<file path="config.mk">
export PLATFORM = sky130hd
export DESIGN_NAME = arc_top
export DESIGN_NICKNAME = d
export VERILOG_FILES = /design/src/design/arc_pkg.sv /design/src/design/arc_top.sv /design/src/design/arc_sync.sv /design/src/design/arc_trig.sv
export SDC_FILE = /design/constraint.sdc
export NUM_CORES = 1
export LEC_CHECK = 0
export ABC_AREA = 1
export BUFFER_PORTS_ARGS = -buffer_cell sky130_fd_sc_hd__buf_4
export CAP_MARGIN = 20
export CORE_UTILIZATION = 50
export DETAILED_ROUTE_END_ITERATION = 16
export PLACE_DENSITY = 0.81
export SYNTH_ARGS = -nofsm -noshare
export SYNTH_HDL_FRONTEND = slang
export SYNTH_SLANG_ARGS = --single-unit
</file>
<file path="constraint.sdc">
create_clock -name aclk -period 3.1 [get_ports aclk]
set_input_delay 0.31 -clock aclk [delete_from_list [all_inputs] [get_ports aclk]]
set_output_delay 0.31 -clock aclk [all_outputs]
set_load 0.05 [all_outputs]
</file>
<file path="src/design/arc_pkg.sv">
package arc_pkg;
    // bus geometry
    localparam int unsigned ARC_DW = 32;
    localparam int unsigned ARC_AW = 12;
    localparam int unsigned ARC_BW = 8;
    localparam int unsigned ARC_RES_W = 10;
    localparam int unsigned ARC_NFLAG = 8;
    // register indices; byte address is four times the index
    localparam logic [7:0] ARC_IDX_RES_LO = 8'h78;
    localparam logic [7:0] ARC_IDX_RES_HI = 8'h79;
    localparam logic [7:0] ARC_IDX_CTRL = 8'h7A;
    localparam logic [7:0] ARC_IDX_TSC = 8'h7B;
    localparam logic [7:0] ARC_IDX_MUX = 8'h7C;
    localparam logic [7:0] ARC_IDX_DIS = 8'h7E;
    localparam logic [7:0] ARC_IDX_IRQ_ST = 8'h80;
    localparam logic [7:0] ARC_IDX_IRQ_MSK = 8'h81;
    // control register fields
    localparam int unsigned ARC_CTL_EN = 7;
    localparam int unsigned ARC_CTL_START = 6;
    localparam int unsigned ARC_CTL_AUTO = 5;
    localparam int unsigned ARC_CTL_DONE = 4;
    // multiplexer register fields
    localparam int unsigned ARC_MUX_LEFT = 5;
    localparam int unsigned ARC_MUX_CH_W = 4;
    // trigger and comparator control fields
    localparam int unsigned ARC_TSC_CMP = 6;
    localparam int unsigned ARC_SRC_W = 3;
    localparam logic [2:0] ARC_SRC_FREE = 3'h0;
    // interrupt status fields
    localparam int unsigned ARC_ST_W = 2;
    localparam int unsigned ARC_ST_DONE = 0;
    localparam int unsigned ARC_ST_TRIG = 1;
    // reset values and responses
    localparam logic [7:0] ARC_RST_BYTE = 8'h00;
    localparam logic [1:0] ARC_RESP_OKAY = 2'h0;
    localparam logic [1:0] ARC_RESP_SLVERR = 2'h2;
    localparam logic [ARC_DW-1:0] ARC_ZERO_WORD = 32'h0000_0000;

    // byte address compare for a register index
    function automatic logic arc_hit(input logic [ARC_AW-1:0] addr,
                                     input logic [7:0] idx);
        arc_hit = (addr[ARC_AW-1:2] == {2'h0, idx});
    endfunction : arc_hit
endpackage : arc_pkg

</file>
<file path="src/design/arc_top.sv">
`timescale 1ns/10ps
//////////////////////////////////////////////////////////////////////////////
// Operation
// - right align puts bits 9:8 in high 1:0
// - left align puts bits 1:0 in low 7:6
// - left align puts bits 9:2 in high byte
// - source codes: free, comparator, int0, timers
// - source has no effect without auto trigger
// - auto trigger starts on selected flag rising
// - switching low source to high source triggers
// - switching to free running never triggers
// - comparator takes mux when enabled, converter off
// - disable bit forces pin input to zero
// - low byte read locks result until high read
// - alignment change takes effect at once
// - auto trigger enable allows edge starts
// - done flag set when result registers update
//////////////////////////////////////////////////////////////////////////////
module arc_top (
    // clocking
    input wire logic aclk,
    input wire logic aresetn,
    input wire logic ce,
    // axi4-lite write address and data
    input wire logic awvalid,
    output logic awready,
    input wire logic [arc_pkg::ARC_AW-1:0] awaddr,
    input wire logic [2:0] awprot,
    input wire logic wvalid,
    output logic wready,
    input wire logic [arc_pkg::ARC_DW-1:0] wdata,
    input wire logic [3:0] wstrb,
    // axi4-lite write response
    output logic bvalid,
    input wire logic bready,
    output logic [1:0] bresp,
    // axi4-lite read
    input wire logic arvalid,
    output logic arready,
    input wire logic [arc_pkg::ARC_AW-1:0] araddr,
    input wire logic [2:0] arprot,
    output logic rvalid,
    input wire logic rready,
    output logic [arc_pkg::ARC_DW-1:0] rdata,
    output logic [1:0] rresp,
    // analog converter core
    output logic conv_enable,
    output logic conv_start,
    output logic [arc_pkg::ARC_MUX_CH_W-1:0] conv_channel,
    input wire logic conv_done,
    input wire logic [arc_pkg::ARC_RES_W-1:0] conv_result,
    // on-chip trigger flags, codes 1 to 7 in order
    input wire logic [arc_pkg::ARC_NFLAG-2:0] trig_flags,
    // comparator negative input routing
    output logic cmp_use_mux,
    // analog pads
    input wire logic [arc_pkg::ARC_BW-1:0] pin_in,
    output logic [arc_pkg::ARC_BW-1:0] pin_buf_off,
    output logic [arc_pkg::ARC_BW-1:0] port_pin_value,
    // interrupt
    output logic irq
);
    import arc_pkg::*;

    //////////////////////////////////////////////////////////////////////////
    // state
    logic en_ff; // converter enable
    logic auto_ff; // auto trigger enable
    logic busy_ff; // conversion in progress
    logic left_ff; // left alignment select
    logic [ARC_MUX_CH_W-1:0] ch_ff; // channel select
    logic cmp_mux_ff; // comparator mux enable
    logic [ARC_SRC_W-1:0] src_ff; // trigger source select
    logic [ARC_BW-1:0] dis_ff; // digital input disable
    logic [ARC_ST_W-1:0] st_ff; // sticky event bits
    logic [ARC_ST_W-1:0] msk_ff; // interrupt mask
    logic [ARC_RES_W-1:0] res_ff; // last accepted result
    logic lock_ff; // result update lock
    logic start_ff; // start pulse to core
    logic use_mux_ff; // comparator routing
    logic [ARC_BW-1:0] port_ff; // gated pin values
    // bus side
    logic aw_ff, w_ff, bvalid_ff, rvalid_ff;
    logic [ARC_AW-1:0] awaddr_ff;
    logic [ARC_BW-1:0] wbyte_ff;
    logic wlane_ff; // low byte lane strobed
    logic [1:0] bresp_ff, rresp_ff;
    logic [ARC_DW-1:0] rdata_ff;

    //////////////////////////////////////////////////////////////////////////
    // result presentation, combinational so alignment acts at once
    logic [ARC_BW-1:0] res_lo, res_hi;
    assign res_lo = left_ff ? {res_ff[1:0], 6'h00}
                            : res_ff[ARC_BW-1:0];
    assign res_hi = left_ff ? res_ff[ARC_RES_W-1:2]
                            : {6'h00, res_ff[9:8]};

    //////////////////////////////////////////////////////////////////////////
    // write decode; a write goes ahead once address and data are both held
    logic wr_go, wr_ok;
    logic wr_ctrl, wr_tsc, wr_mux, wr_dis, wr_st, wr_msk;
    assign wr_go = aw_ff && w_ff && !bvalid_ff;
    assign wr_ctrl = wr_go && wlane_ff && arc_hit(awaddr_ff, ARC_IDX_CTRL);
    assign wr_tsc = wr_go && wlane_ff && arc_hit(awaddr_ff, ARC_IDX_TSC);
    assign wr_mux = wr_go && wlane_ff && arc_hit(awaddr_ff, ARC_IDX_MUX);
    assign wr_dis = wr_go && wlane_ff && arc_hit(awaddr_ff, ARC_IDX_DIS);
    assign wr_st = wr_go && wlane_ff && arc_hit(awaddr_ff, ARC_IDX_IRQ_ST);
    assign wr_msk = wr_go && wlane_ff && arc_hit(awaddr_ff, ARC_IDX_IRQ_MSK);
    // result registers are read-only but a write there is not an error
    assign wr_ok = arc_hit(awaddr_ff, ARC_IDX_RES_LO)
                || arc_hit(awaddr_ff, ARC_IDX_RES_HI)
                || arc_hit(awaddr_ff, ARC_IDX_CTRL)
                || arc_hit(awaddr_ff, ARC_IDX_TSC)
                || arc_hit(awaddr_ff, ARC_IDX_MUX)
                || arc_hit(awaddr_ff, ARC_IDX_DIS)
                || arc_hit(awaddr_ff, ARC_IDX_IRQ_ST)
                || arc_hit(awaddr_ff, ARC_IDX_IRQ_MSK);
    assign awready = ce && !aw_ff && !bvalid_ff;
    assign wready = ce && !w_ff && !bvalid_ff;

    //////////////////////////////////////////////////////////////////////////
    // read decode
    logic ar_go, rd_lo, rd_hi, rd_ok;
    logic [ARC_BW-1:0] rd_byte;
    assign arready = ce && !rvalid_ff;
    assign ar_go = arvalid && arready;
    assign rd_lo = arc_hit(araddr, ARC_IDX_RES_LO);
    assign rd_hi = arc_hit(araddr, ARC_IDX_RES_HI);
    assign rd_byte =
        rd_lo ? res_lo :
        rd_hi ? res_hi :
        arc_hit(araddr, ARC_IDX_CTRL) ?
            {en_ff, busy_ff, auto_ff, st_ff[ARC_ST_DONE], 4'h0} :
        arc_hit(araddr, ARC_IDX_TSC) ?
            {1'h0, cmp_mux_ff, 3'h0, src_ff} :
        arc_hit(araddr, ARC_IDX_MUX) ? {2'h0, left_ff, 1'h0, ch_ff} :
        arc_hit(araddr, ARC_IDX_DIS) ? dis_ff :
        arc_hit(araddr, ARC_IDX_IRQ_ST) ? {6'h00, st_ff} :
        arc_hit(araddr, ARC_IDX_IRQ_MSK) ? {6'h00, msk_ff} : ARC_RST_BYTE;
    assign rd_ok = rd_lo || rd_hi || arc_hit(araddr, ARC_IDX_CTRL)
                || arc_hit(araddr, ARC_IDX_TSC)
                || arc_hit(araddr, ARC_IDX_MUX)
                || arc_hit(araddr, ARC_IDX_DIS)
                || arc_hit(araddr, ARC_IDX_IRQ_ST)
                || arc_hit(araddr, ARC_IDX_IRQ_MSK);

    //////////////////////////////////////////////////////////////////////////
    // conversion start and completion
    logic trig_edge, auto_start, sw_start, start_req, done_in, res_take;
    logic [ARC_ST_W-1:0] st_set, st_clr, nxt_st;
    arc_trig u_trig (
        .aclk(aclk),
        .aresetn(aresetn),
        .ce(ce),
        .src(src_ff),
        .flags({trig_flags, st_ff[ARC_ST_DONE]}),
        .edge_det(trig_edge)
    );
    // the source only matters while auto triggering is on
    assign auto_start = auto_ff && trig_edge;
    assign sw_start = wr_ctrl && wbyte_ff[ARC_CTL_START];
    // a start while busy is dropped; the core runs one at a time
    assign start_req = en_ff && !busy_ff && (sw_start || auto_start);
    assign done_in = conv_done && busy_ff && en_ff;
    // a locked result is lost, as the register holds the older value
    assign res_take = done_in && !lock_ff;
    assign st_set = {start_req && auto_start, res_take};
    assign st_clr = (wr_st ? wbyte_ff[ARC_ST_W-1:0] : 2'h0)
                  | (wr_ctrl && wbyte_ff[ARC_CTL_DONE] ? 2'h1 : 2'h0);
    assign nxt_st = (st_ff & ~st_clr) | st_set; // set wins over clear

    // control registers written by software
    always_ff @(posedge aclk) begin
        if (!aresetn) begin
            en_ff <= 1'b0;
            auto_ff <= 1'b0;
            left_ff <= 1'b0;
            ch_ff <= '0;
            cmp_mux_ff <= 1'b0;
            src_ff <= ARC_SRC_FREE;
            dis_ff <= ARC_RST_BYTE;
            msk_ff <= '0;
        end else if (ce) begin
            if (wr_ctrl) begin
                en_ff <= wbyte_ff[ARC_CTL_EN];
                auto_ff <= wbyte_ff[ARC_CTL_AUTO];
            end
            if (wr_tsc) begin
                cmp_mux_ff <= wbyte_ff[ARC_TSC_CMP];
                src_ff <= wbyte_ff[ARC_SRC_W-1:0];
            end
            if (wr_mux) begin
                left_ff <= wbyte_ff[ARC_MUX_LEFT];
                ch_ff <= wbyte_ff[ARC_MUX_CH_W-1:0];
            end
            if (wr_dis) dis_ff <= wbyte_ff;
            if (wr_msk) msk_ff <= wbyte_ff[ARC_ST_W-1:0];
        end
    end

    // conversion state, result capture and read lock
    always_ff @(posedge aclk) begin
        if (!aresetn) begin
            busy_ff <= 1'b0;
            start_ff <= 1'b0;
            res_ff <= '0;
            lock_ff <= 1'b0;
            st_ff <= '0;
        end else if (ce) begin
            start_ff <= start_req;
            // turning the converter off aborts a running conversion
            if (!en_ff || done_in) busy_ff <= 1'b0;
            else if (start_req) busy_ff <= 1'b1;
            if (res_take) res_ff <= conv_result;
            if (ar_go && rd_lo) lock_ff <= 1'b1;
            else if (ar_go && rd_hi) lock_ff <= 1'b0;
            st_ff <= nxt_st;
        end
    end

    // comparator routing and gated pad inputs
    logic [ARC_BW-1:0] pin_sync;
    arc_sync #(.W(ARC_BW)) u_sync (
        .aclk(aclk),
        .aresetn(aresetn),
        .ce(ce),
        .d(pin_in),
        .q(pin_sync)
    );
    always_ff @(posedge aclk) begin
        if (!aresetn) begin
            use_mux_ff <= 1'b0;
            port_ff <= ARC_RST_BYTE;
        end else if (ce) begin
            use_mux_ff <= cmp_mux_ff && !en_ff;
            port_ff <= pin_sync & ~dis_ff;
        end
    end

    //////////////////////////////////////////////////////////////////////////
    // bus slave handshakes
    always_ff @(posedge aclk) begin
        if (!aresetn) begin
            aw_ff <= 1'b0;
            w_ff <= 1'b0;
            awaddr_ff <= '0;
            wbyte_ff <= ARC_RST_BYTE;
            wlane_ff <= 1'b0;
            bvalid_ff <= 1'b0;
            bresp_ff <= ARC_RESP_OKAY;
        end else if (ce) begin
            if (awvalid && awready) begin
                aw_ff <= 1'b1;
                awaddr_ff <= awaddr;
            end else if (wr_go) aw_ff <= 1'b0;
            if (wvalid && wready) begin
                w_ff <= 1'b1;
                wbyte_ff <= wdata[ARC_BW-1:0];
                wlane_ff <= wstrb[0];
            end else if (wr_go) w_ff <= 1'b0;
            if (wr_go) begin
                bvalid_ff <= 1'b1;
                bresp_ff <= wr_ok ? ARC_RESP_OKAY : ARC_RESP_SLVERR;
            end else if (bready) bvalid_ff <= 1'b0;
        end
    end

    // read answer one cycle after the address is taken
    always_ff @(posedge aclk) begin
        if (!aresetn) begin
            rvalid_ff <= 1'b0;
            rdata_ff <= ARC_ZERO_WORD;
            rresp_ff <= ARC_RESP_OKAY;
        end else if (ce) begin
            if (ar_go) begin
                rvalid_ff <= 1'b1;
                rdata_ff <= {24'h00_0000, rd_byte};
                rresp_ff <= rd_ok ? ARC_RESP_OKAY : ARC_RESP_SLVERR;
            end else if (rready) rvalid_ff <= 1'b0;
        end
    end

    //////////////////////////////////////////////////////////////////////////
    // outputs
    assign bvalid = bvalid_ff;
    assign bresp = bresp_ff;
    assign rvalid = rvalid_ff;
    assign rdata = rdata_ff;
    assign rresp = rresp_ff;
    assign conv_enable = en_ff;
    assign conv_start = start_ff;
    assign conv_channel = ch_ff;
    assign cmp_use_mux = use_mux_ff;
    assign pin_buf_off = dis_ff;
    assign port_pin_value = port_ff;
    assign irq = |(st_ff & msk_ff);
endmodule : arc_top

</file>
<file path="src/design/arc_sync.sv">
`timescale 1ns/10ps
// two-flop synchroniser for pad inputs
module arc_sync #(
    parameter int unsigned W = 8
) (
    // clocking
    input wire logic aclk,
    input wire logic aresetn,
    input wire logic ce,
    // data
    input wire logic [W-1:0] d,
    output logic [W-1:0] q
);
    import arc_pkg::*;
    logic [W-1:0] meta_ff; // first stage, read only by second stage
    logic [W-1:0] sync_ff; // second stage

    // both stages freeze with the clock enable
    always_ff @(posedge aclk) begin
        if (!aresetn) begin
            meta_ff <= '0;
            sync_ff <= '0;
        end else if (ce) begin
            meta_ff <= d;
            sync_ff <= meta_ff;
        end
    end
    assign q = sync_ff;
endmodule : arc_sync

</file>
<file path="src/design/arc_trig.sv">
`timescale 1ns/10ps
// trigger source select and rising edge detector
module arc_trig (
    // clocking
    input wire logic aclk,
    input wire logic aresetn,
    input wire logic ce,
    // selection and flags, bit 0 is the conversion done flag
    input wire logic [arc_pkg::ARC_SRC_W-1:0] src,
    input wire logic [arc_pkg::ARC_NFLAG-1:0] flags,
    // one-cycle rising edge of the selected flag
    output logic edge_det
);
    import arc_pkg::*;

    logic lvl_ff; // selected level one cycle ago
    logic [ARC_SRC_W-1:0] src_ff; // selection one cycle ago
    logic lvl; // selected level now
    logic to_free; // selection just moved to free running

    // switching sources compares against the old source's level, so a
    // move from a low flag to a high one is seen as an edge
    assign lvl = flags[src];
    assign to_free = (src == ARC_SRC_FREE) && (src_ff != ARC_SRC_FREE);
    assign edge_det = lvl && !lvl_ff && !to_free;

    // history registers
    always_ff @(posedge aclk) begin
        if (!aresetn) begin
            lvl_ff <= 1'b0;
            src_ff <= ARC_SRC_FREE;
        end else if (ce) begin
            lvl_ff <= lvl;
            src_ff <= src;
        end
    end
endmodule : arc_trig

</file>
# After elaboration in Yosys (flattened, before gate mapping)
# Index checks and enable logic that the tools add are counted.
# W data, S select, Z words.
dict set report op_classes {
  n_bitwise 7
  n_reduce_logical 82
  n_mux 27
  order_cmp 1
  n_eq_ne 16
}
# operator count
set op_table {}
lappend op_table {{$eq A10 B7 Y1 const B} 12}
lappend op_table {{$mux W8} 8}
lappend op_table {{$eq A10 B8 Y1 const B} 4}
lappend op_table {{$logic_and A1 B1 Y1} 32}
lappend op_table {{$reduce_and A2 Y1} 16}
lappend op_table {{$logic_or A1 B1 Y1} 16}
lappend op_table {{$mux W1} 13}
lappend op_table {{$reduce_bool A2 Y1} 6}
lappend op_table {{$mux W2} 5}
lappend op_table {{$logic_not A1 Y1} 9}
lappend op_table {{$and A8 B8 Y8} 1}
lappend op_table {{$not A8 Y8} 1}
lappend op_table {{$and A2 B2 Y2} 2}
lappend op_table {{$lt A3 B4 Y1 const B} 1}
lappend op_table {{$bmux W1 S3} 1}
lappend op_table {{$logic_not A3 Y1} 1}
lappend op_table {{$reduce_bool A3 Y1} 1}
lappend op_table {{$not A2 Y2} 1}
lappend op_table {{$or A2 B1 Y2} 1}
lappend op_table {{$or A2 B2 Y2} 1}
lappend op_table {{$reduce_or A2 Y1} 1}
dict set report totals {
  elab_cells 162
  in_bits 100
  ff_bits 102
  out_inout_bits 65
}

# Depth between registers and ports, before layout
# Gate-level depths: netlist of run 1.
dict set report depth {
  word_depth 10
  mapped_depth 13
  depth_no_buf 13
}

# Hierarchy
# A second synthesis of run 1 with hierarchy kept.
dict set report unflattened {
  hier_cells 659
  hier_area_um2 4672.0
}
# mod seq_area_each_um2 instances area_each_um2 cells_each
set by_module_without_submodules {}
lappend by_module_without_submodules {arc_top 1561.5 1 3723.6 510}
lappend by_module_without_submodules {arc_sync 320.3 1 674.4 101}
lappend by_module_without_submodules {arc_trig 80.1 1 274.0 48}

# Worst setup path after synthesis of run 1
# Ideal clock, no wire load.
dict set report synth_path {
  path_kind {reg2reg}
  startpoint {reg bvalid_ff (netlist: bvalid)}
  endpoint {reg wbyte_ff[6]}
  setup_time_ns 0.116
  t_required_ns 2.984
  path_buffers 1
  arrival_ns 2.084
  period_less_slack_ns 2.200
  stages_incl_launch_ff 8
  path_slack_ns 0.900
  cell_sequence {dfxtp_1 > nor2_1 > inv_1 > nor2_1 > nand2_1 > buf_2 > o21ai_0 > nor2_1}
}
dict set report synth_between {
  elab_chain_len 4
}
# element line
set synth_rtl {}
lappend synth_rtl {{start, declared} arc_top.sv:83} ;# logic aw_ff, w_ff, bvalid_ff, rvalid_ff;
lappend synth_rtl {{start signal, assigned} arc_top.sv:249} ;# bvalid_ff <= 1'b0;
lappend synth_rtl {{start signal, assigned} arc_top.sv:262} ;# bvalid_ff <= 1'b1;
lappend synth_rtl {{start signal, assigned} arc_top.sv:264} ;# end else if (bready) bvalid_ff <= 1'b0;
lappend synth_rtl {{$logic_not A1 Y1} arc_top.sv:119} ;# assign wready = ce && !w_ff && !bvalid_ff;
lappend synth_rtl {{$logic_and A1 B1 Y1} arc_top.sv:119}
lappend synth_rtl {{via wready} arc_top.sv:30} ;# output logic wready,
lappend synth_rtl {{$logic_and A1 B1 Y1} arc_top.sv:256} ;# if (wvalid && wready) begin
lappend synth_rtl {{$reduce_and A2 Y1 (no source line)} --}
lappend synth_rtl {{end signal, assigned} arc_top.sv:258} ;# wbyte_ff <= wdata[ARC_BW-1:0];
lappend synth_rtl {{end, declared} arc_top.sv:85} ;# logic [ARC_BW-1:0] wbyte_ff;
# The timed path passes the listed nets, and every way through them passes these cells.
# A chain may end at the register's enable or synchronous reset.

# Final worst setup path of run 1
dict set report layout_path {
  startpoint {reg aw_ff}
  endpoint {reg src_ff[1]}
}
dict set report layout_between {
  elab_chain_len 5
}
# element line
set layout_rtl {}
lappend layout_rtl {{start, declared} arc_top.sv:83}
lappend layout_rtl {{start signal, assigned} arc_top.sv:244} ;# aw_ff <= 1'b0;
lappend layout_rtl {{start signal, assigned} arc_top.sv:253} ;# aw_ff <= 1'b1;
lappend layout_rtl {{start signal, assigned} arc_top.sv:255} ;# end else if (wr_go) aw_ff <= 1'b0;
lappend layout_rtl {{$logic_and A1 B1 Y1 (2 in series)} arc_top.sv:102} ;# assign wr_go = aw_ff && w_ff && !bvalid_ff;
lappend layout_rtl {{$logic_and A1 B1 Y1 (2 in series)} arc_top.sv:104} ;# assign wr_tsc = wr_go && wlane_ff && arc_hit(awaddr_ff, ARC_IDX_TSC);
lappend layout_rtl {{$reduce_and A2 Y1 (no source line)} --}
lappend layout_rtl {{end signal, assigned} arc_top.sv:190} ;# src_ff <= wbyte_ff[ARC_SRC_W-1:0];
lappend layout_rtl {{end, declared} arc_top.sv:73} ;# logic [ARC_SRC_W-1:0] src_ff;
# No other way between the ends.

==> results of run 1 <==
[synthesized netlist by cell type (2+ instances only)]
master and count:
nor2_1 104, dfxtp_1 98, o21ai_0 97, nand2_1 71, a21oi_1 67, inv_1 64
buf_4 30, nand3_1 27, clkbuf_1 15, nand4_1 7, nor2_4 4, nor3_1 4
buf_2 3, nor4_1 3, o211ai_1 3, o22ai_1 3, a211oi_1 2, a31oi_1 2
inv_2 2, nand2_2 2, nand3_2 2, nor2_2 2, o21a_1 2
[worst register-to-register path: stages, from the launching register on]
cell and delay, ns:
dfxtp_1 0.38, nand2_1 0.08, nor2_2 0.12, nand2_2 0.12, nor2_4 0.18, nand4_1 0.35
o21ai_0 0.34, a21oi_1 0.06
[cell type report]
| cell class | instances | area share |
|---|---|---|
| clock buffer | 10 | 0.0239 |
| sequential | 98 | 0.368 |
| clock inverter | 6 | 0.00868 |
| inverter | 67 | 0.0472 |
| tap | 108 | 0.0253 |
| multi-input combinational | 435 | 0.381 |
| timing repair buffer | 104 | 0.146 |
[per-layer routing]
metal,routed length (um),GRT usage
met2,5340,0.421
met4,234,0.105
met5,0,0
met3,607,0.0332
met1,5030,0.317
[path summary, 6_finish.rpt]
path	start	endpoint	slack, ns	cells after the start
worst max-delay path	aw_ff	src_ff[1]	1.37	7
worst min register to register	cmp_mux_ff	cmp_mux_ff	0.48	2
worst min-delay path	conv_result[5]	res_ff[5]	0.16	3
worst max register to register	aw_ff	src_ff[1]	1.37	7
[kinds of logic (layout without fill, tap and decap cells)]
| kind of cell | after synthesis | count (layout) | synth area share |
|---|---|---|---|
| and+or+nand+nor | 229 | 229 | 0.224 |
| AOI/OAI and AO/OA | 180 | 180 | 0.211 |
| buffers and inverters | 116 | 187 | 0.124 |
| DFF | 98 | 98 | 0.441 |
| other | 1 | 26 | 0.000843 |
[registers in the layout, summed over array words and instances, names as in the netlist, 2 cells and up]
| register | flops |
|---|---|
| wbyte_ff | 8 |
| u_sync.q | 8 |
| rdata | 8 |
| u_sync.meta_ff | 8 |
| msk_ff | 2 |
| port_pin_value | 8 |
| src_ff | 3 |
| awaddr_ff | 10 |
| u_trig.src_ff | 3 |
| pin_buf_off | 8 |
| st_ff | 2 |
| res_ff | 10 |
| conv_channel | 4 |
[through the flow]
stage	total power [mW]	area, um2	utilization
floorplan	1.65	4540	-
global placement	1.74	5160	0.594
detailed placement	1.75	5160	0.594
CTS	2.49	5330	0.614
global route	2.59	5330	0.614
finish	2.48	5330	0.614
[power breakdown]
group	leakage, nW	internal (mW)	total (mW)	switching (mW)
registers	0.801	1.31	1.34	0.0293
logic	1.48	0.121	0.385	0.264
clock network	0.0837	0.299	0.757	0.458
total	2.37	1.73	2.48	0.751
==> flow_summary.yaml, run 1 <==
synthesis:
  synth-seq-cells: 98
  synth_area_leaders: "dfxtp_1 (44%), o21ai_0 (11%), nor2_1 (8.8%)"
  syn_area_mm2: 0.00445
  yosysTopAreaCellShare: 0.441
  async_flop_share: 0
  netlist_instances: 624
  ys_warn_count: 0
  synthFlopType: "dfxtp_1"
  synth-seq-area-share: 0.441
  synth_top_area_cell: "dfxtp_1"
  syn_area_per_cell_um2: 7.13
  synth_edf_count: 0
  yosysUniqueCellTypes: 33
detailed_routing:
  detail_route.vias_per_cell: 5.18
  drtIter0Drc: 247
  vias: 4288
  ant_nets: 0
  route.detailed.drc: 0
  drt_wl_total_um: 11200
  wl_per_cell_um: 13.5
  drt_first_pass_iters: 5
worst_setup_path:
  crit_required_ns: 3.36
  crit_buf_inv: 0
  crit_chain: "nand2_1, nor2_2, nand2_2, nor2_4, nand4_1, o21ai_0, a21oi_1"
  worst_setup_path_start_kind: "flop"
  endpoint_kind: "flop"
  crit_family: "simple AND/OR/NAND/NOR gates"
  slowest_stage: "dfxtp_1"
  crit_fanout: 8
  critPathKind: "flop to flop"
  critPathArrivalTime_ns: 1.99
  cpPeakStageDelay_ns: 0.38
cells_and_area:
  seqCellArea_mm2: 0.00196
  final_cell_mix: "nor2_1 (104), buf_4 (104), dfxtp_1 (98), o21ai_0 (97), nand2_1 (71)"
  nFillCells: 804
  final_layout_size_suffix_gt1_frac: 0.183
  fin_nets: 815
  multi_input_comb_area_mm2: 0.00203
  finalNonFillerCells: 828
  diodes: 0
  syn2layout_area_growth_pct: 19.9
sta:
  grt_setup_unrepaired: "false"
  whs_ns: 0.156
  slew_violations: 0
  timing.fmax_mhz: 578
  worstMarginPinSlew_ns: 0.715
  setup_tns_ns: 0
  fin_ws_ns: 1.37
  slew_headroom: 0.523
  min_period_ns: 1.73
  clock_skew_ns: 0.0110
  hold_viol: 0
  setup-violations-final: 0
  min_period_over_period: 0.558
place:
  gp_congestion: 0.914
  post-dp-hpwl_um: 8140
  preCtsSetupSlack_ns: 1.13
  port_buffers: 101
  dp_cells: 812
clock_tree:
  cts_resized: 0
  cts_sinks: 98
  insertion_delay_ns: 0.37
  clockBufferDepth: 2
  numCtsBuffers: 9
  clk_pin_slew_worst_paths_ns: 0.10
  htree_levels: 3
  cts_setup_buffers: 0
  ctsHoldBuffers: 0
  cts_root_buf: "clkbuf_8"
  cts_tree: "built"
floorplanning:
  die-area_mm2: 0.00928
  start_util: 0.513
  core_region_area_mm2: 0.00868
  die_y_um: 96.3
  io_pins: 165
  die_w_um: 96.3
  rows: 34
grt:
  grt_pass1_vias: 3728
  grtUsageTotal: 0.248
  grt_pass1_wl_um: 17500
  grt_max_degree: 89
  antenna_found_initial: 0
  gr-total-overflow: 0
status:
  status: "finished, final reports clean"
pwr:
  leakage_nw: 2.37
  ir_worst_vdd_v: 0.000239
  powerDensity_mw_per_mm2: 465
hold_path:
  hold_path.class: "input port to flop"
job:
  maxCapViolations: 0
Note: power is estimated with default switching activity, not from simulation.
==> run 2, diff against run 1 <==
--- a/config.mk
+++ b/config.mk
@@ -5,12 +5,12 @@
 export SDC_FILE = /design/constraint.sdc
 export NUM_CORES = 1
 export LEC_CHECK = 0
-export ABC_AREA = 1
+export ABC_AREA = 0
 export BUFFER_PORTS_ARGS = -buffer_cell sky130_fd_sc_hd__buf_4
 export CAP_MARGIN = 20
 export CORE_UTILIZATION = 50
 export DETAILED_ROUTE_END_ITERATION = 16
-export PLACE_DENSITY = 0.81
+export PLACE_DENSITY = 0.8
 export SYNTH_ARGS = -nofsm -noshare
 export SYNTH_HDL_FRONTEND = slang
 export SYNTH_SLANG_ARGS = --single-unit
==> constraint.sdc (replaced) <==
create_clock -name aclk -period 1.8 [get_ports aclk]
set_input_delay 0.18 -clock aclk [delete_from_list [all_inputs] [get_ports aclk]]
set_output_delay 0.18 -clock aclk [all_outputs]
set_load 0.05 [all_outputs]
==> run 2 against run 1 <==
Effect of this change:
- via count is 2.5% lower
- synthesized cell count is 16% lower
- wire length is 6.0% higher
- core utilization is 2.6 points higher
- first-iteration DRC count is 12% higher
- non-clock buffer count is 13 higher
- critical endpoint is now conv_start
- largest power group unchanged
==> flow_summary.yaml, run 2 <==
grt:
  grt_pass1_vias: 3949
  antenna_found_initial: 0
  grt_pass1_wl_um: 18900
  gr-total-overflow: 0
  grtUsageTotal: 0.245
  grt_max_degree: 34
sta:
  worstMarginPinSlew_ns: 0.548
  setup-violations-final: 0
  timing.fmax_mhz: 596
  slew_headroom: 0.634
  min_period_over_period: 0.932
  whs_ns: 0.0291
  fin_ws_ns: 0.122
  clock_skew_ns: 0.0121
  slew_violations: 0
  hold_viol: 0
  min_period_ns: 1.68
  grt_setup_unrepaired: "false"
worst_setup_path:
  critPathArrivalTime_ns: 1.93
  rr_endpoint: "conv_start"
  r2r_slack_ns: 0.12
  reg2reg_from: "src_ff[1]"
  crit_fanout: 3
  endpoint_kind: "flop"
  critPathKind: "flop to flop"
  worstRegToRegCells: 4
  worst_setup_path_start_kind: "flop"
  crit_required_ns: 2.05
clock_tree:
  cts_resized: 0
  htree_levels: 3
  clk_pin_slew_worst_paths_ns: 0.11
  cts_sinks: 98
  insertion_delay_ns: 0.38
  cts_setup_buffers: 0
  ctsHoldBuffers: 0
  clockBufferDepth: 2
  cts_root_buf: "clkbuf_8"
  cts_tree: "built"
  numCtsBuffers: 9
cells_and_area:
  finalNonFillerCells: 735
  fin_nets: 722
  top_regs: "awaddr_ff: 10 flops, res_ff: 10 flops"
  final_cell_mix: "buf_4 (115), dfxtp_1 (98), nand2_1 (77), mux2i_1 (52), a21oi_1 (47)"
  final_layout_size_suffix_gt1_frac: 0.249
  syn2layout_area_growth_pct: 21.6
  fin_area_mm2: 0.00570
  utilization: 0.641
  final_common_cell: "buf_4"
  nFillCells: 755
  diodes: 0
detailed_routing:
  drtIter0Drc: 277
  route.detailed.drc: 0
  ant_nets: 0
  drt_wl_total_um: 11900
  vias: 4181
  wl_per_cell_um: 16.2
  detail_route.vias_per_cell: 5.69
  drt_first_pass_iters: 5
synthesis:
  synthTopCellsByCount: "dfxtp_1 (98), nand2_1 (77), mux2i_1 (52)"
  synth_edf_count: 0
  synth-seq-area-share: 0.419
  synthFlopType: "dfxtp_1"
  synth_area_leaders: "dfxtp_1 (42%), mux2i_1 (11%), nand2_1 (6.2%)"
  yosysTopAreaCellShare: 0.419
  synth.most_common_cell: "dfxtp_1"
  yosysUniqueCellTypes: 58
  netlist_instances: 527
  synth_top_area_cell: "dfxtp_1"
  synth-seq-cells: 98
  async_flop_share: 0
  syn_area_per_cell_um2: 8.89
  syn_area_mm2: 0.00469
  ys_warn_count: 0
floorplanning:
  die_w_um: 98.8
  rows: 34
  start_util: 0.527
  die_y_um: 98.8
  die-area_mm2: 0.00976
  core_region_area_mm2: 0.00889
  io_pins: 165
place:
  dp_cells: 719
  post-dp-hpwl_um: 8670
  preCtsSetupSlack_ns: 0.175
  post_dp_cell_area_mm2: 0.00549
  port_buffers: 101
  gp_congestion: 0.877
pwr:
  powerDensity_mw_per_mm2: 760
  ir_worst_vdd_v: 0.000464
  leakage_nw: 2.42
hold_path:
  hp-start: "pin_in[3]"
  hold_path.class: "input port to flop"
  min_to: "u_sync.meta_ff[3]"
  holdPathStages: 3
job:
  maxCapViolations: 0
status:
  status: "finished, final reports clean"
## run 2: cell types whose count changed after synthesis, moves of 11 or more
cell      delta
nand3_1     -20
o21ai_0     -76
nand3b_1    +12
a21oi_1     -20
nor2_1      -60
mux2i_1     +52
nand2b_1    +11
inv_1       -60
## run 2: per-layer routing
metal	GRT usage	routed length, um	vias to the layer above
met3	0.0475	840	25
met2	0.405	5740	195
li1	-	-	2003
met5	0	0	-
met1	0.317	5010	1958
met4	0.0907	282	0
## run 2: stage by stage
step	power [mW]	TNS, ns
after floorplan	2.77	-0.0688
after global placement	2.91	0
after detailed placement	2.93	0
after CTS	4.33	0
after global routing	4.48	0
final	4.33	0
## run 2: kinds of logic (layout without fill, tap and decap cells)
family / count (synthesis) / count (layout) / share of synthesized area
AOI/OAI and AO/OA: 100 / 100 / 0.128
and+or+nand+nor: 207 / 207 / 0.240
xor gates and xnor gates: 1 / 1 / 0.00187
other: 1 / 26 / 0.000800
DFF: 98 / 98 / 0.419
buffers and inverters: 62 / 137 / 0.0793
muxes: 58 / 58 / 0.132
## run 2: cell type report
type | count | area [um2] | area share
inverters | 4 | 15.0 | 0.00264
repair buffers | 117 | 903 | 0.159
clock inverters | 7 | 81.3 | 0.0143
well taps | 108 | 135 | 0.0237
flip-flops and latches | 98 | 1960 | 0.344
clock buffers | 9 | 124 | 0.0217
multi-input cells | 392 | 2480 | 0.435
## run 2: worst max-delay path, stage by stage, from the launching register on
cell,delay (ns)
dfxtp_1,0.41
mux4_1,0.58
mux2_2,0.30
nand4_1,0.15
a31oi_1,0.11
## run 2: power by group
group	switching, mW	internal [mW]
Clock	0.892	0.555
Sequential	0.0465	2.22
Combinational	0.397	0.215
## run 2: worst max-delay path by stage
stage                     cells past startpoint  startpoint        endpoint
after floorplan                               5      bvalid  pin_buf_off[6]
after global placement                        4   src_ff[1]      conv_start
after detailed placement                      4   src_ff[1]      conv_start
after CTS                                     4   src_ff[1]      conv_start
after global routing                          4   src_ff[1]      conv_start
final                                         4   src_ff[1]      conv_start
==> run 3, diff against run 2 <==
--- a/config.mk
+++ b/config.mk
@@ -6,11 +6,11 @@
 export NUM_CORES = 1
 export LEC_CHECK = 0
 export ABC_AREA = 0
-export BUFFER_PORTS_ARGS = -buffer_cell sky130_fd_sc_hd__buf_4
+export BUFFER_PORTS_ARGS = -buffer_cell sky130_fd_sc_hd__buf_2
 export CAP_MARGIN = 20
-export CORE_UTILIZATION = 50
+export CORE_UTILIZATION = 45
 export DETAILED_ROUTE_END_ITERATION = 16
-export PLACE_DENSITY = 0.8
+export PLACE_DENSITY = 0.76
 export SYNTH_ARGS = -nofsm -noshare
 export SYNTH_HDL_FRONTEND = slang
 export SYNTH_SLANG_ARGS = --single-unit
==> constraint.sdc (replaced) <==
create_clock -name aclk -period 1.5 [get_ports aclk]
set_input_delay 0.15 -clock aclk [delete_from_list [all_inputs] [get_ports aclk]]
set_output_delay 0.15 -clock aclk [all_outputs]
set_load 0.05 [all_outputs]
==> run 3 against run 2 <==
Effect of this change:
- the flow now finishes with violations (setup timing)
- first-iteration DRC count increased by 15%
- clock power up 4%
- non-clock buffer count up 29
- die area is 11% higher
- clock skew shrank 0.0058 ns
- flip-flop and latch count unchanged
- count of clock-buffer cells in the layout up 1
- critical path depth stayed put
- core utilization shrank 5.8 points
- worst hold slack got worse by 0.017 ns
- maximum frequency up 11%
- highest routed layer unchanged
- setup slack got worse by 0.13 ns
==> flow_summary.yaml, run 3 (same netlist as run 2, synthesis figures left out) <==
worst_setup_path:
  endpoint_kind: "flop"
  critPathArrivalTime_ns: 1.76
  crit_fanout: 3
  critPathKind: "flop to flop"
  worst_setup_path_start_kind: "flop"
  crit_required_ns: 1.75
  slowest_stage: "mux4_2"
  crit_chain: "mux4_2, mux2_4, nand4_1, a31oi_1"
  cpPeakStageDelay_ns: 0.50
grt:
  grt_pass1_vias: 3896
  use_met1: 0.311
  grt_max_degree: 48
  grt_pass1_wl_um: 19500
  antenna_found_initial: 0
  gr-total-overflow: 0
  use_met3: 0.0457
  use_met2: 0.356
  busiest_layer: "met2"
  grtUsageTotal: 0.227
clock_tree:
  clk_pin_slew_worst_paths_ns: 0.09
  clockBufferDepth: 2
  cts_sinks: 98
  htree_levels: 3
  cts_tree: "built"
  insertion_delay_ns: 0.36
  cts_root_buf: "clkbuf_8"
  numCtsBuffers: 9
floorplanning:
  die-area_mm2: 0.0108
  die_y_um: 104
  io_pins: 165
  rows: 36
  core_region_area_mm2: 0.00995
  start_util: 0.471
  die_w_um: 104
detailed_routing:
  drtIter0Drc: 318
  ant_nets: 0
  drt_wl_total_um: 11900
  vias: 4211
  wl_per_cell_um: 15.1
  detail_route.vias_per_cell: 5.34
  drt_first_pass_iters: 5
  route.detailed.drc: 0
place:
  preCtsSetupSlack_ns: -0.0641
  post-dp-hpwl_um: 8920
  port_buffers: 101
  dp_cells: 763
  gp_congestion: 0.871
cells_and_area:
  final_cell_mix: "buf_2 (99), dfxtp_1 (91), nand2_1 (75), mux2i_1 (51), a21oi_1 (46)"
  finalNonFillerCells: 789
  top_regs: "awaddr_ff: 10 flops, res_ff: 10 flops"
  nFillCells: 903
  multi_input_comb_area_mm2: 0.00254
  syn2layout_area_growth_pct: 23.8
  final_layout_size_suffix_gt1_frac: 0.311
  fin_nets: 751
  diodes: 0
  final_common_cell: "buf_2"
  seqCellArea_mm2: 0.00198
sta:
  slew_violations: 0
  clock_skew_ns: 0.00634
  hold_viol: 0
  timing.fmax_mhz: 662
  fin_ws_ns: -0.0110
  min_period_over_period: 1.01
  setup-violations-final: 1
  min_period_ns: 1.51
  grt_setup_unrepaired: "true"
status:
  violations: "setup timing"
  status: "complete, but fails checks"
pwr:
  ir_worst_vdd_v: 0.000411
  leakage_nw: 2.51
  power.total_mw: 4.97
  powerDensity_mw_per_mm2: 857
job:
  maxCapViolations: 0
hold_path:
  hold_path.class: "input port to flop"
run 3: through the flow:
stage | instance area, um2 | util | hold slack (ns) | TNS, ns
global route | 5800 | 0.583 | 0.00645 | -0.275
finish | 5800 | 0.583 | 0.0122 | -0.0110
CTS | 5730 | 0.576 | 0.0000510 | -0.0880
global placement | 5470 | 0.549 | 0.384 | -0.00245
detailed placement | 5470 | 0.549 | 0.398 | -0.526
floorplan | 4830 | - | 0.286 | -0.265
run 3: repair_timing:
item,4_1_cts,5_1_grt
buffers inserted,5,1
setup endpoints to repair,22,27
pin swaps,8,13
hold buffers,4,0
endpoints found under the hold margin,4,0
resized for setup,12,19
run 3: per-layer routing:
| layer | part of all wire | vias to the layer above |
|---|---|---|
| li1 | - | 2053 |
| met1 | 0.47 | 1987 |
| met2 | 0.46 | 161 |
| met3 | 0.059 | 10 |
| met4 | 0.0089 | 0 |
| met5 | 0 | - |
run 3: cell type report:
cell class | count | area share
Clock buffer | 10 | 0.0220
Clock inverter | 6 | 0.00733
Inverter | 4 | 0.00259
Multi-Input combinational cell | 392 | 0.438
Sequential cell | 98 | 0.341
Tap cell | 133 | 0.0287
Timing Repair Buffer | 146 | 0.161
run 3: worst max-delay path: cells and delay by family (launching register included):
family | cells | cell delay (ns)
compound gates | 1 | 0.10
flops | 1 | 0.38
mux | 2 | 0.78
simple gates | 1 | 0.13
run 3: path summary, 6_finish.rpt:
path | end | cells after the start | slack [ns] | from
max | conv_start | 4 | -0.01 | src_ff[1]
min | awaddr_ff[10] | 3 | 0.01 | awaddr[10]
min reg2reg | wbyte_ff[3] | 2 | 0.47 | wbyte_ff[3]
max reg2reg | conv_start | 4 | -0.01 | src_ff[1]
run 3: power breakdown:
group | total [mW] | internal [mW] | switching [mW]
combinational | 0.751 | 0.249 | 0.502
sequential | 2.71 | 2.66 | 0.0477
clock | 1.51 | 0.606 | 0.902
total | 4.97 | 3.52 | 1.45
